File: src/verilog/accel_monitor_pkg.sv
// Shared constants for the accelerometer timing and status monitor
package accel_monitor_pkg;
    // Clock and link timing
    localparam int CLK_HZ = 40_000_000;
    localparam int LINK_BPS = 20_000;
    localparam int BIT_CYCLES = CLK_HZ / LINK_BPS;
    localparam int SAMPLE_PERIOD_US = 10_000;
    localparam int SAMPLE_PERIOD_CYCLES = SAMPLE_PERIOD_US * (CLK_HZ / 1_000_000);
    localparam int SAMPLE_TOL_US = 250;
    localparam int SAMPLE_TOL_CYCLES = SAMPLE_TOL_US * (CLK_HZ / 1_000_000);
    localparam int PPS_TIMEOUT_MS = 1_500;
    localparam int PPS_TIMEOUT_CYCLES = PPS_TIMEOUT_MS * (CLK_HZ / 1_000);
    localparam int SECONDS_PER_WEEK = 604_800;

    // Sample layout: three 16-bit axes, Z first, sent big endian
    localparam int AXIS_BITS = 16;
    localparam int SAMPLE_BITS = 3 * AXIS_BITS;
    localparam int SAMPLE_BYTES = 6;
    localparam int FIFO_DEPTH = 16;

    // Command frame: opcode then 24 bits of time of day
    localparam logic [7:0] CMD_TIME_OP = 8'h54;
    localparam logic [1:0] CMD_LAST_BYTE = 2'h3;

    // Register byte offsets
    localparam logic [4:0] REG_CTRL = 5'h00;
    localparam logic [4:0] REG_WEEK = 5'h04;
    localparam logic [4:0] REG_SOW = 5'h08;
    localparam logic [4:0] REG_STATUS = 5'h0c;
    localparam logic [4:0] REG_BUF_CNT = 5'h10;
    localparam logic [4:0] REG_SENT_CNT = 5'h14;
    localparam logic [4:0] REG_SAMPLE_ZN = 5'h18;
    localparam logic [4:0] REG_SAMPLE_EW = 5'h1c;

    // Control bit positions
    localparam int CTRL_ERASE_BIT = 0;
    localparam int CTRL_ZERO_BIT = 1;
    localparam int CTRL_ACQ_BIT = 2;

    // Status bit positions
    localparam int ST_PPS_BIT = 0;
    localparam int ST_WEEK_SET_BIT = 1;
    localparam int ST_TFAULT_BIT = 2;
    localparam int ST_AVAIL_BIT = 3;
    localparam int ST_FERR_BIT = 4;
    localparam int ST_OVF_BIT = 5;

    // Reset values
    localparam logic ACQ_EN_RESET = 1'b1;
    localparam logic [15:0] WEEK_RESET = 16'h0000;

    // Serial engine states, Gray coded along the frame
    typedef enum logic [1:0] {
        SER_IDLE = 2'b00,
        SER_START = 2'b01,
        SER_DATA = 2'b11,
        SER_STOP = 2'b10
    } ser_e;
endpackage

File: src/verilog/sample_fifo.sv
// Synchronous FIFO with valid/ready on both sides
`timescale 1ns/1ps
`default_nettype none
module sample_fifo #(
    parameter int WIDTH = 48,
    parameter int DEPTH = 16
) (
    // Clock and reset
    input wire logic I_CLK,
    input wire logic I_RST_N,
    // Write side
    input wire logic i_in_valid,
    input wire logic [WIDTH-1:0] i_in_data,
    output logic o_in_ready,
    // Read side
    output logic o_out_valid,
    output logic [WIDTH-1:0] o_out_data,
    input wire logic i_out_ready
);
    localparam int AW = $clog2(DEPTH);

    typedef struct packed {
        logic [DEPTH-1:0][WIDTH-1:0] mem;
        logic [AW:0] wr_ptr;
        logic [AW:0] rd_ptr;
    } fifo_s;

    fifo_s s;
    fifo_s next_s;
    logic full;
    logic empty;

    // Extra pointer bit tells full from empty without a counter
    assign empty = (s.wr_ptr == s.rd_ptr);
    assign full = (s.wr_ptr[AW] != s.rd_ptr[AW]) && (s.wr_ptr[AW-1:0] == s.rd_ptr[AW-1:0]);
    assign o_in_ready = !full;
    assign o_out_valid = !empty;
    assign o_out_data = s.mem[s.rd_ptr[AW-1:0]];

    // Pointer and storage update
    always_comb begin
        next_s = s;
        if (i_in_valid && !full) begin
            next_s.mem[s.wr_ptr[AW-1:0]] = i_in_data;
            next_s.wr_ptr = s.wr_ptr + (AW+1)'(1);
        end
        if (i_out_ready && !empty) begin
            next_s.rd_ptr = s.rd_ptr + (AW+1)'(1);
        end
    end

    // State register
    always_ff @(posedge I_CLK) begin
        if (!I_RST_N) begin
            s <= '0;
        end else begin
            s <= next_s;
        end
    end
endmodule
`default_nettype wire

File: src/verilog/accel_timing_status_monitor.sv
// Timing, status and sensor link logic of the station module
//
// The register offsets and the Avalon-MM register port were chosen for this implementation.
`timescale 1ns/1ps
`default_nettype none
module accel_timing_status_monitor
    import accel_monitor_pkg::*;
#(
    parameter int SLOT_CYCLES = SAMPLE_PERIOD_CYCLES,
    parameter int TOL_CYCLES = SAMPLE_TOL_CYCLES,
    parameter int PPS_LOSS_CYCLES = PPS_TIMEOUT_CYCLES
) (
    // Clock and reset
    input wire logic I_CLK,
    input wire logic I_RST_N,
    // Avalon-MM register slave
    input wire logic [4:0] i_AVM_ADDRESS,
    input wire logic i_AVM_READ,
    input wire logic i_AVM_WRITE,
    input wire logic [31:0] i_AVM_WRITEDATA,
    input wire logic [3:0] i_AVM_BYTEENABLE,
    output logic [31:0] o_AVM_READDATA,
    output logic o_AVM_WAITREQUEST,
    // GNSS receiver side
    input wire logic i_PPS,
    input wire logic i_SOW_VALID,
    input wire logic [19:0] i_SOW,
    input wire logic i_GNSS_LOCK,
    input wire logic i_GNSS_RATE_OK,
    // Network client events
    input wire logic i_CLIENT_UP,
    input wire logic i_PKT_STORE,
    input wire logic i_PKT_SENT,
    // First sensor port link
    output logic o_CMD_TXD,
    input wire logic i_DATA_RXD,
    output logic o_SENSOR_PPS,
    // Status
    output logic o_PPS_PRESENT
);
    typedef struct packed {
        logic ack;
        logic [31:0] rdata;
        logic [15:0] week;
        logic week_set;
        logic [19:0] sow;
        logic pps_d;
        logic pps_present;
        logic [31:0] pps_timer;
        logic acq_en;
        logic [31:0] buf_cnt;
        logic [31:0] sent_cnt;
        logic tfault;
        logic ferr;
        logic ovf;
        logic [31:0] slot_cnt;
        ser_e tx_st;
        logic [10:0] tx_cnt;
        logic [2:0] tx_bit;
        logic [1:0] tx_byte;
        logic [7:0] tx_sh;
        logic tx_line;
        logic pps_out;
        ser_e rx_st;
        logic [10:0] rx_cnt;
        logic [2:0] rx_bit;
        logic [7:0] rx_sh;
        logic [2:0] rx_byte;
        logic [SAMPLE_BITS-1:0] smp;
        logic push;
    } mon_s;

    localparam logic [10:0] BIT_LAST = 11'(BIT_CYCLES - 1);
    localparam logic [10:0] BIT_HALF = 11'(BIT_CYCLES / 2 - 1);

    mon_s s;
    mon_s next_s;
    logic fifo_in_ready;
    logic fifo_out_valid;
    logic [SAMPLE_BITS-1:0] fifo_out_data;
    logic fifo_pop;
    logic req;

    // Address match helper used by read, write and pop decoding
    function automatic logic reg_hit(input logic [4:0] addr, input logic [4:0] off);
        reg_hit = (addr[4:2] == off[4:2]);
    endfunction

    // Byte merge for partial writes
    function automatic logic [15:0] merge16(input logic [15:0] old, input logic [31:0] wd,
                                            input logic [3:0] be);
        merge16 = {be[1] ? wd[15:8] : old[15:8], be[0] ? wd[7:0] : old[7:0]};
    endfunction

    // One wait state on every access; the ack cycle completes it
    assign req = i_AVM_READ || i_AVM_WRITE;
    assign o_AVM_WAITREQUEST = req && !s.ack;
    assign o_AVM_READDATA = s.rdata;
    assign o_CMD_TXD = s.tx_line;
    assign o_SENSOR_PPS = s.pps_out;
    assign o_PPS_PRESENT = s.pps_present;
    // Reading the east-west word consumes the oldest sample
    assign fifo_pop = s.ack && i_AVM_READ && reg_hit(i_AVM_ADDRESS, REG_SAMPLE_EW);

    // Next state of the whole block
    always_comb begin
        logic pps_rise;
        logic wr_now;
        logic erase;
        logic zero;
        logic rx_mid;
        pps_rise = i_PPS && !s.pps_d;
        wr_now = s.ack && i_AVM_WRITE;
        erase = 1'b0;
        zero = 1'b0;
        rx_mid = 1'b0;
        next_s = s;
        next_s.push = 1'b0;
        // Bus handshake: data is captured when the request is first seen
        next_s.ack = req && !s.ack;
        if (req && !s.ack && i_AVM_READ) begin
            next_s.rdata = 32'h0000_0000;
            if (reg_hit(i_AVM_ADDRESS, REG_CTRL)) begin
                next_s.rdata[CTRL_ACQ_BIT] = s.acq_en;
            end
            if (reg_hit(i_AVM_ADDRESS, REG_WEEK)) begin
                next_s.rdata = {16'h0000, s.week};
            end
            if (reg_hit(i_AVM_ADDRESS, REG_SOW)) begin
                next_s.rdata = {12'h000, s.sow};
            end
            if (reg_hit(i_AVM_ADDRESS, REG_STATUS)) begin
                next_s.rdata[ST_PPS_BIT] = s.pps_present;
                next_s.rdata[ST_WEEK_SET_BIT] = s.week_set;
                next_s.rdata[ST_TFAULT_BIT] = s.tfault;
                next_s.rdata[ST_AVAIL_BIT] = fifo_out_valid;
                next_s.rdata[ST_FERR_BIT] = s.ferr;
                next_s.rdata[ST_OVF_BIT] = s.ovf;
            end
            if (reg_hit(i_AVM_ADDRESS, REG_BUF_CNT)) begin
                next_s.rdata = s.buf_cnt;
            end
            if (reg_hit(i_AVM_ADDRESS, REG_SENT_CNT)) begin
                next_s.rdata = s.sent_cnt;
            end
            // Raw counts straight from the sensor, gravity not removed
            if (reg_hit(i_AVM_ADDRESS, REG_SAMPLE_ZN)) begin
                next_s.rdata = fifo_out_data[47:16];
            end
            if (reg_hit(i_AVM_ADDRESS, REG_SAMPLE_EW)) begin
                next_s.rdata = {16'h0000, fifo_out_data[15:0]};
            end
        end
        // Control writes; erase and zero are self-clearing commands
        if (wr_now && reg_hit(i_AVM_ADDRESS, REG_CTRL) && i_AVM_BYTEENABLE[0]) begin
            erase = i_AVM_WRITEDATA[CTRL_ERASE_BIT];
            zero = i_AVM_WRITEDATA[CTRL_ZERO_BIT];
            next_s.acq_en = i_AVM_WRITEDATA[CTRL_ACQ_BIT];
        end
        // Write-one clears of sticky faults; a new fault the same cycle wins below
        if (wr_now && reg_hit(i_AVM_ADDRESS, REG_STATUS) && i_AVM_BYTEENABLE[0]) begin
            if (i_AVM_WRITEDATA[ST_TFAULT_BIT]) next_s.tfault = 1'b0;
            if (i_AVM_WRITEDATA[ST_FERR_BIT]) next_s.ferr = 1'b0;
            if (i_AVM_WRITEDATA[ST_OVF_BIT]) next_s.ovf = 1'b0;
        end
        // Seconds of week only taken with lock and a matching serial rate
        if (i_SOW_VALID && i_GNSS_LOCK && i_GNSS_RATE_OK) begin
            next_s.sow = i_SOW;
            // Week rolls over locally when seconds wrap
            if (s.week_set && (i_SOW < s.sow)) begin
                next_s.week = s.week + 16'h0001;
            end
        end
        // Client supplied week; until then it stays zero
        if (wr_now && reg_hit(i_AVM_ADDRESS, REG_WEEK) && (i_AVM_BYTEENABLE[1:0] != 2'b00)) begin
            next_s.week = merge16(s.week, i_AVM_WRITEDATA, i_AVM_BYTEENABLE);
            next_s.week_set = 1'b1; // Never cleared short of reset
        end
        // Pulse watchdog: present after an edge, absent after a long silence
        next_s.pps_d = i_PPS;
        if (pps_rise) begin
            next_s.pps_timer = 32'h0000_0000;
            next_s.pps_present = 1'b1;
        end else if (s.pps_timer >= 32'(PPS_LOSS_CYCLES - 1)) begin
            next_s.pps_present = 1'b0;
        end else begin
            next_s.pps_timer = s.pps_timer + 32'h0000_0001;
        end
        // Pulse forwarded on its own channel only while usable
        next_s.pps_out = i_PPS && s.pps_present && s.acq_en;
        // Buffered packet count; erase first so a same-cycle store survives
        next_s.buf_cnt = erase ? 32'h0000_0000 : s.buf_cnt;
        if (i_PKT_STORE && !(i_PKT_SENT && next_s.buf_cnt != 32'h0000_0000)) begin
            if (next_s.buf_cnt != 32'hffff_ffff) next_s.buf_cnt = next_s.buf_cnt + 32'h0000_0001;
        end else if (i_PKT_SENT && !i_PKT_STORE && next_s.buf_cnt != 32'h0000_0000) begin
            next_s.buf_cnt = next_s.buf_cnt - 32'h0000_0001; // Saturates at zero
        end
        // Sent count advances only while a client is connected
        next_s.sent_cnt = zero ? 32'h0000_0000 : s.sent_cnt;
        if (i_PKT_SENT && i_CLIENT_UP) begin
            next_s.sent_cnt = next_s.sent_cnt + 32'h0000_0001;
        end
        // Ten millisecond slot phase, realigned on each pulse
        if (pps_rise || s.slot_cnt >= 32'(SLOT_CYCLES - 1)) begin
            next_s.slot_cnt = 32'h0000_0000;
        end else begin
            next_s.slot_cnt = s.slot_cnt + 32'h0000_0001;
        end
        // Command transmitter: time of day frame on each pulse seen while already present and acquiring
        // A full sample buffer holds back the next frame so the sensor pauses
        unique case (s.tx_st)
            SER_IDLE: begin
                next_s.tx_line = 1'b1;
                if (pps_rise && s.pps_present && s.acq_en && fifo_in_ready) begin
                    next_s.tx_st = SER_START;
                    next_s.tx_sh = CMD_TIME_OP;
                    next_s.tx_byte = 2'h0;
                    next_s.tx_cnt = 11'h000;
                end
            end
            SER_START: begin
                next_s.tx_line = 1'b0;
                next_s.tx_cnt = s.tx_cnt + 11'h001;
                if (s.tx_cnt == BIT_LAST) begin
                    next_s.tx_st = SER_DATA;
                    next_s.tx_cnt = 11'h000;
                    next_s.tx_bit = 3'h0;
                end
            end
            SER_DATA: begin
                next_s.tx_line = s.tx_sh[0]; // LSB first, eight bits, no parity
                next_s.tx_cnt = s.tx_cnt + 11'h001;
                if (s.tx_cnt == BIT_LAST) begin
                    next_s.tx_cnt = 11'h000;
                    next_s.tx_sh = {1'b0, s.tx_sh[7:1]};
                    next_s.tx_bit = s.tx_bit + 3'h1;
                    if (s.tx_bit == 3'h7) next_s.tx_st = SER_STOP;
                end
            end
            SER_STOP: begin
                next_s.tx_line = 1'b1; // One stop bit
                next_s.tx_cnt = s.tx_cnt + 11'h001;
                if (s.tx_cnt == BIT_LAST) begin
                    next_s.tx_cnt = 11'h000;
                    if (s.tx_byte == CMD_LAST_BYTE) begin
                        next_s.tx_st = SER_IDLE;
                    end else begin
                        next_s.tx_st = SER_START;
                        next_s.tx_byte = s.tx_byte + 2'h1;
                        // Time of day follows the opcode, high byte first
                        unique case (s.tx_byte)
                            2'h0: next_s.tx_sh = {4'h0, s.sow[19:16]};
                            2'h1: next_s.tx_sh = s.sow[15:8];
                            default: next_s.tx_sh = s.sow[7:0];
                        endcase
                    end
                end
            end
        endcase
        // Data receiver: six byte samples, Z, north-south, east-west
        unique case (s.rx_st)
            SER_IDLE: begin
                if (!i_DATA_RXD) begin
                    next_s.rx_st = SER_START;
                    next_s.rx_cnt = 11'h000;
                    // First byte marks the sample instant; check its slot phase
                    if (s.rx_byte == 3'h0 && s.slot_cnt > 32'(TOL_CYCLES)
                        && s.slot_cnt < 32'(SLOT_CYCLES - TOL_CYCLES)) begin
                        next_s.tfault = 1'b1;
                    end
                end
            end
            SER_START: begin
                next_s.rx_cnt = s.rx_cnt + 11'h001;
                if (s.rx_cnt == BIT_HALF) begin
                    next_s.rx_cnt = 11'h000;
                    next_s.rx_bit = 3'h0;
                    // A glitch shorter than half a bit is not a start bit
                    next_s.rx_st = i_DATA_RXD ? SER_IDLE : SER_DATA;
                end
            end
            SER_DATA: begin
                next_s.rx_cnt = s.rx_cnt + 11'h001;
                rx_mid = (s.rx_cnt == BIT_LAST);
                if (rx_mid) begin
                    next_s.rx_cnt = 11'h000;
                    next_s.rx_sh = {i_DATA_RXD, s.rx_sh[7:1]};
                    next_s.rx_bit = s.rx_bit + 3'h1;
                    if (s.rx_bit == 3'h7) next_s.rx_st = SER_STOP;
                end
            end
            SER_STOP: begin
                next_s.rx_cnt = s.rx_cnt + 11'h001;
                if (s.rx_cnt == BIT_LAST) begin
                    next_s.rx_st = SER_IDLE;
                    if (!i_DATA_RXD) begin
                        next_s.ferr = 1'b1; // Bad stop bit drops the partial sample
                        next_s.rx_byte = 3'h0;
                    end else begin
                        next_s.smp = {s.smp[SAMPLE_BITS-9:0], s.rx_sh};
                        if (s.rx_byte == 3'(SAMPLE_BYTES - 1)) begin
                            next_s.rx_byte = 3'h0;
                            next_s.push = 1'b1;
                        end else begin
                            next_s.rx_byte = s.rx_byte + 3'h1;
                        end
                    end
                end
            end
        endcase
        // A pulse while the receiver is idle restarts byte alignment so a lost byte cannot skew samples
        if (pps_rise && s.rx_st == SER_IDLE) begin
            next_s.rx_byte = 3'h0;
        end
        // Sample arriving into a full buffer is lost and flagged
        if (s.push && !fifo_in_ready) begin
            next_s.ovf = 1'b1;
        end
    end

    // State register
    always_ff @(posedge I_CLK) begin
        if (!I_RST_N) begin
            s <= '0;
            s.week <= WEEK_RESET;
            s.acq_en <= ACQ_EN_RESET;
            s.tx_line <= 1'b1;
            s.pps_d <= 1'b1;
        end else begin
            s <= next_s;
        end
    end

    // Sample buffer between the sensor link and the register reads
    sample_fifo #(
        .WIDTH(SAMPLE_BITS),
        .DEPTH(FIFO_DEPTH)
    ) u_fifo (
        .I_CLK(I_CLK),
        .I_RST_N(I_RST_N),
        .i_in_valid(s.push),
        .i_in_data(s.smp),
        .o_in_ready(fifo_in_ready),
        .o_out_valid(fifo_out_valid),
        .o_out_data(fifo_out_data),
        .i_out_ready(fifo_pop)
    );
endmodule
`default_nettype wire

File: config.mk
export PLATFORM = sky130hd
export DESIGN_NAME = accel_timing_status_monitor
export DESIGN_NICKNAME = d
export VERILOG_FILES = /design/src/verilog/accel_monitor_pkg.sv /design/src/verilog/sample_fifo.sv /design/src/verilog/accel_timing_status_monitor.sv
export SDC_FILE = /design/constraint.sdc
export NUM_CORES = 2
export LEC_CHECK = 0
export BUFFER_PORTS_ARGS = -buffer_cell sky130_fd_sc_hd__buf_4
export CORE_ASPECT_RATIO = 1.25
export CORE_MARGIN = 5
export CORE_UTILIZATION = 43
export DETAILED_ROUTE_END_ITERATION = 7
export PLACE_DENSITY_LB_ADDON = 0.12
export SLEW_MARGIN = 20
export SYNTH_ARGS = -nofsm -noshare
export SYNTH_HDL_FRONTEND = slang
export SYNTH_HIERARCHICAL = 1
export SYNTH_SLANG_ARGS = --single-unit
export TNS_END_PERCENT = 1
File: constraint.sdc
create_clock -name I_CLK -period 7.75 [get_ports I_CLK]
set_clock_uncertainty 0.15 [all_clocks]
set_input_delay 0.3875 -clock I_CLK [delete_from_list [all_inputs] [get_ports I_CLK]]
set_output_delay 0.3875 -clock I_CLK [all_outputs]
set_load 0.02 [all_outputs]
==> impl_metrics.tcl <==
set metrics [dict create \
    run_status "finished clean" \
    setup_tns_ns 0 \
    synthTopCellsByCount "nand2_1, dfxtp_1, mux2i_1" \
    ys_seq_elements 1086 \
    final_layout_size_suffix_gt1_share_pct 11.6 \
    synth_cells 5188 \
    worst_slew_pin_slew_ns 1.08 \
    final_cell_area_sq_um 55500 \
    min_path_type "in -> reg" \
    ys_top_cells_by_area "dfxtp_1, mux2i_1, mux4_2" \
    grt_max_degree 183 \
    p_per_area_nw_per_um2 230 \
    async_flop_share_pct 0 \
    crit_slowest_cell "buf_4" \
    end_kind "flop" \
    grt_first_pass_wirelength_um 216000 \
    yosysTopAreaCell "dfxtp_1" \
    yosysUniqueCellTypes 88 \
    arrival_ns 4.69 \
    fmax_ghz 0.234 \
    pwr-share-seq_pct 46.3 \
    clkSinkCount 1086 \
    clockRootBuffer "clkbuf_16" \
    fin_ws_ns 3.47 \
    antenna_found_initial 11 \
    htreeDepth 3 \
    final_hold_viol_count 0 \
    crit_top_cell "nand3_1" \
    critPathMaxFanout 63 \
    pre_cts_ws_ns 3.06 \
    synth_edf_count 0 \
    p_clk_share_pct 43.0 \
    cts_resized 0 \
    die_area_sq_um 123000 \
    nets 5163 \
    ys.flop_type "dfxtp_1" \
    fill_cells 10700 \
    internal_power_mw 9.38 \
    num_rows 139 \
    path_clk_slew_ns 0.07 \
    start_util_pct 43.3 \
    critPathKind "reg -> reg" \
    place.gp.congestion 0.830 \
    post-synth-top-count-cell "nand2_1" \
    combPwrFrac_pct 10.7 \
    final_antenna_net_count 0 \
    synth_top_area_share_pct 43.6 \
    grt_overflow 0 \
    wl_per_cell_um 21.1 \
    rsz0062_at_grt "false" \
    timing.final.crit_share_pct 55.2 \
    core_area_sq_um 115000 \
    leakagePower_nw 18.0 \
    postCtsSetupBuffers 0 \
    die_h_um 391 \
    slew_violations 0 \
    die_x_um 314 \
    dr.first_iter.drc_count 2605 \
    finalHoldWorstSlack_ns 0.145 \
    min_period_ns 4.28 \
    worstSetupStartpointType "flop" \
    cap_violations 0 \
    ys_warn_count 6 \
    firstDrtPassIters 6 \
    register_area_sq_um 21800 \
    slew_headroom_pct 28.0 \
    cts_buffer_depth 3 \
    critPathTopFamily "simple AND/OR/NAND/NOR gates" \
    crit_chain "and4b_1 > nand3_2 > buf_4 > nand2_1 > inv_1 > ha_1 > nand3_1 > or2_2 > nor4_1 > nand3_1 > nand2_2 > nor4_2 > a2111oi_0 > nor3b_1" \
    cts_tree "built" \
    crit_buf_inv 2 \
    ctsHoldBuffers 48 \
    wl_um 141000 \
    multi_input_area_sq_um 26100 \
    drc 0 \
    vias_per_cell 5.52 \
    num_io_pins 109 \
    portBuffers 88 \
    grt_usage_pct 22.2 \
    first_global_vias 36100 \
    swShare_pct 26.4 \
    ir_drop_mv 0.163 \
    postPlaceCellArea_sq_um 51300 \
    synth.avg_cell_area_sq_um 9.61 \
    synthToLayoutAreaGrowth_pct 11.4 \
    cp_slowest_stage_delay_ns 0.53 \
    critPathRequiredTime_ns 8.16 \
    cts_buffers 109 \
    clk_latency_ns 0.70 \
    setup_viol 0 \
    hpwl_um 85000 \
    yosysSeqAreaShare_pct 43.6 \
    vias 36900 \
    synth_area_sq_um 49800 \
    switchingPower_mw 3.37 \
]
-- registers in the layout, indices dropped and copies added, names as in the netlist --
register and flops:
s 273, o_AVM_READDATA 32, o_PPS_PRESENT 1, o_CMD_TXD 1, o_SENSOR_PPS 1, u_fifo/s 778
-- worst reg2reg max path, cell delays in order (launching register included) --
cell and delay (ns):
dfxtp_1 0.38, and4b_1 0.29, nand3_2 0.09, buf_4 0.53, nand2_1 0.32, inv_1 0.10
ha_1 0.18, nand3_1 0.09, or2_2 0.39, nor4_1 0.33, nand3_1 0.30, nand2_2 0.32
nor4_2 0.09, a2111oi_0 0.47, nor3b_1 0.11
-- final timing paths --
path                             from                end  slack [ns]  cells after the start
setup / recovery               s[307]             s[179]        3.47                     14
hold / removal    i_AVM_BYTEENABLE[0]             s[203]        0.15                      4
setup reg to reg               s[307]             s[179]        3.47                     14
hold reg to reg     o_AVM_READDATA[5]  o_AVM_READDATA[5]        0.30                      2
-- power groups by stage --
stage	Sequential, mW	Combinational, mW	Clock (mW)
floorplan	5.87	1.12	0
global placement	6.02	1.33	0
detailed placement	6.02	1.32	0
CTS	5.89	1.35	5.62
global route	5.91	1.49	5.84
finish	5.90	1.37	5.48
-- per-layer routing --
layer / up-vias / GRT usage (%) / wire length [um]
met5: - / 0 / 13
met1: 18200 / 29.0 / 62600
met3: 210 / 2.87 / 5930
li1: 17800 / - / -
met4: 2 / 7.87 / 4610
met2: 679 / 38.0 / 67900
-- cell families (layout without fill, tap and decap cells) --
family	count (synthesis)	count (layout)	synth area share [%]
simple gates	1825	1825	15.9
other cells	1	16	0.00752
mux	1054	1054	26.2
fa+ha+maj	41	41	1.03
xor+xnor	72	72	1.27
compound gates	597	597	7.50
buf+inv	512	449	4.51
flops	1086	1086	43.6
-- cell usage in the layout, fill, tap and decap left out, types with 13 or more instances in the layout --
cell	count
o211ai_1	15
xnor2_1	30
nand3_1	86
o21ai_0	91
clkbuf_8	24
clkinv_2	22
nand2_1	1170
xor2_1	41
a22oi_1	38
and2_1	19
clkbuf_16	112
clkbuf_1	18
a211oi_1	73
ha_1	41
conb_1	13
dlygate4sd3_1	48
or3_1	25
mux4_2	199
nor2_1	221
and3_1	48
inv_1	53
or2_2	13
nor2b_1	61
a31oi_1	19
dfxtp_1	1082
mux2i_1	848
nor3_1	52
a21oi_1	229
a21oi_4	15
buf_4	137
nand2b_1	14
nand4_1	29
nor4_1	21
a221oi_1	15
-- stage by stage --
step	std cells	total power [mW]	util, %
finish	6691	12.7	48.3
global route	6688	13.2	48.3
CTS	6688	12.9	48.3
detailed placement	6441	7.34	44.6
global placement	6440	7.35	44.6
floorplan	5200	6.99	-
-- layout make-up --
| type | instances | share of cell area [%] |
|---|---|---|
| sequential | 1086 | 39.2 |
| inverter | 54 | 0.374 |
| antenna | 3 | 0.0135 |
| multi-input combinational | 3602 | 47.1 |
| tap | 1551 | 3.50 |
| clock buffer | 154 | 5.77 |
| clock inverter | 45 | 0.942 |
| timing repair buffer | 196 | 3.12 |
No activity file was read; power rests on OpenSTA's default activity.
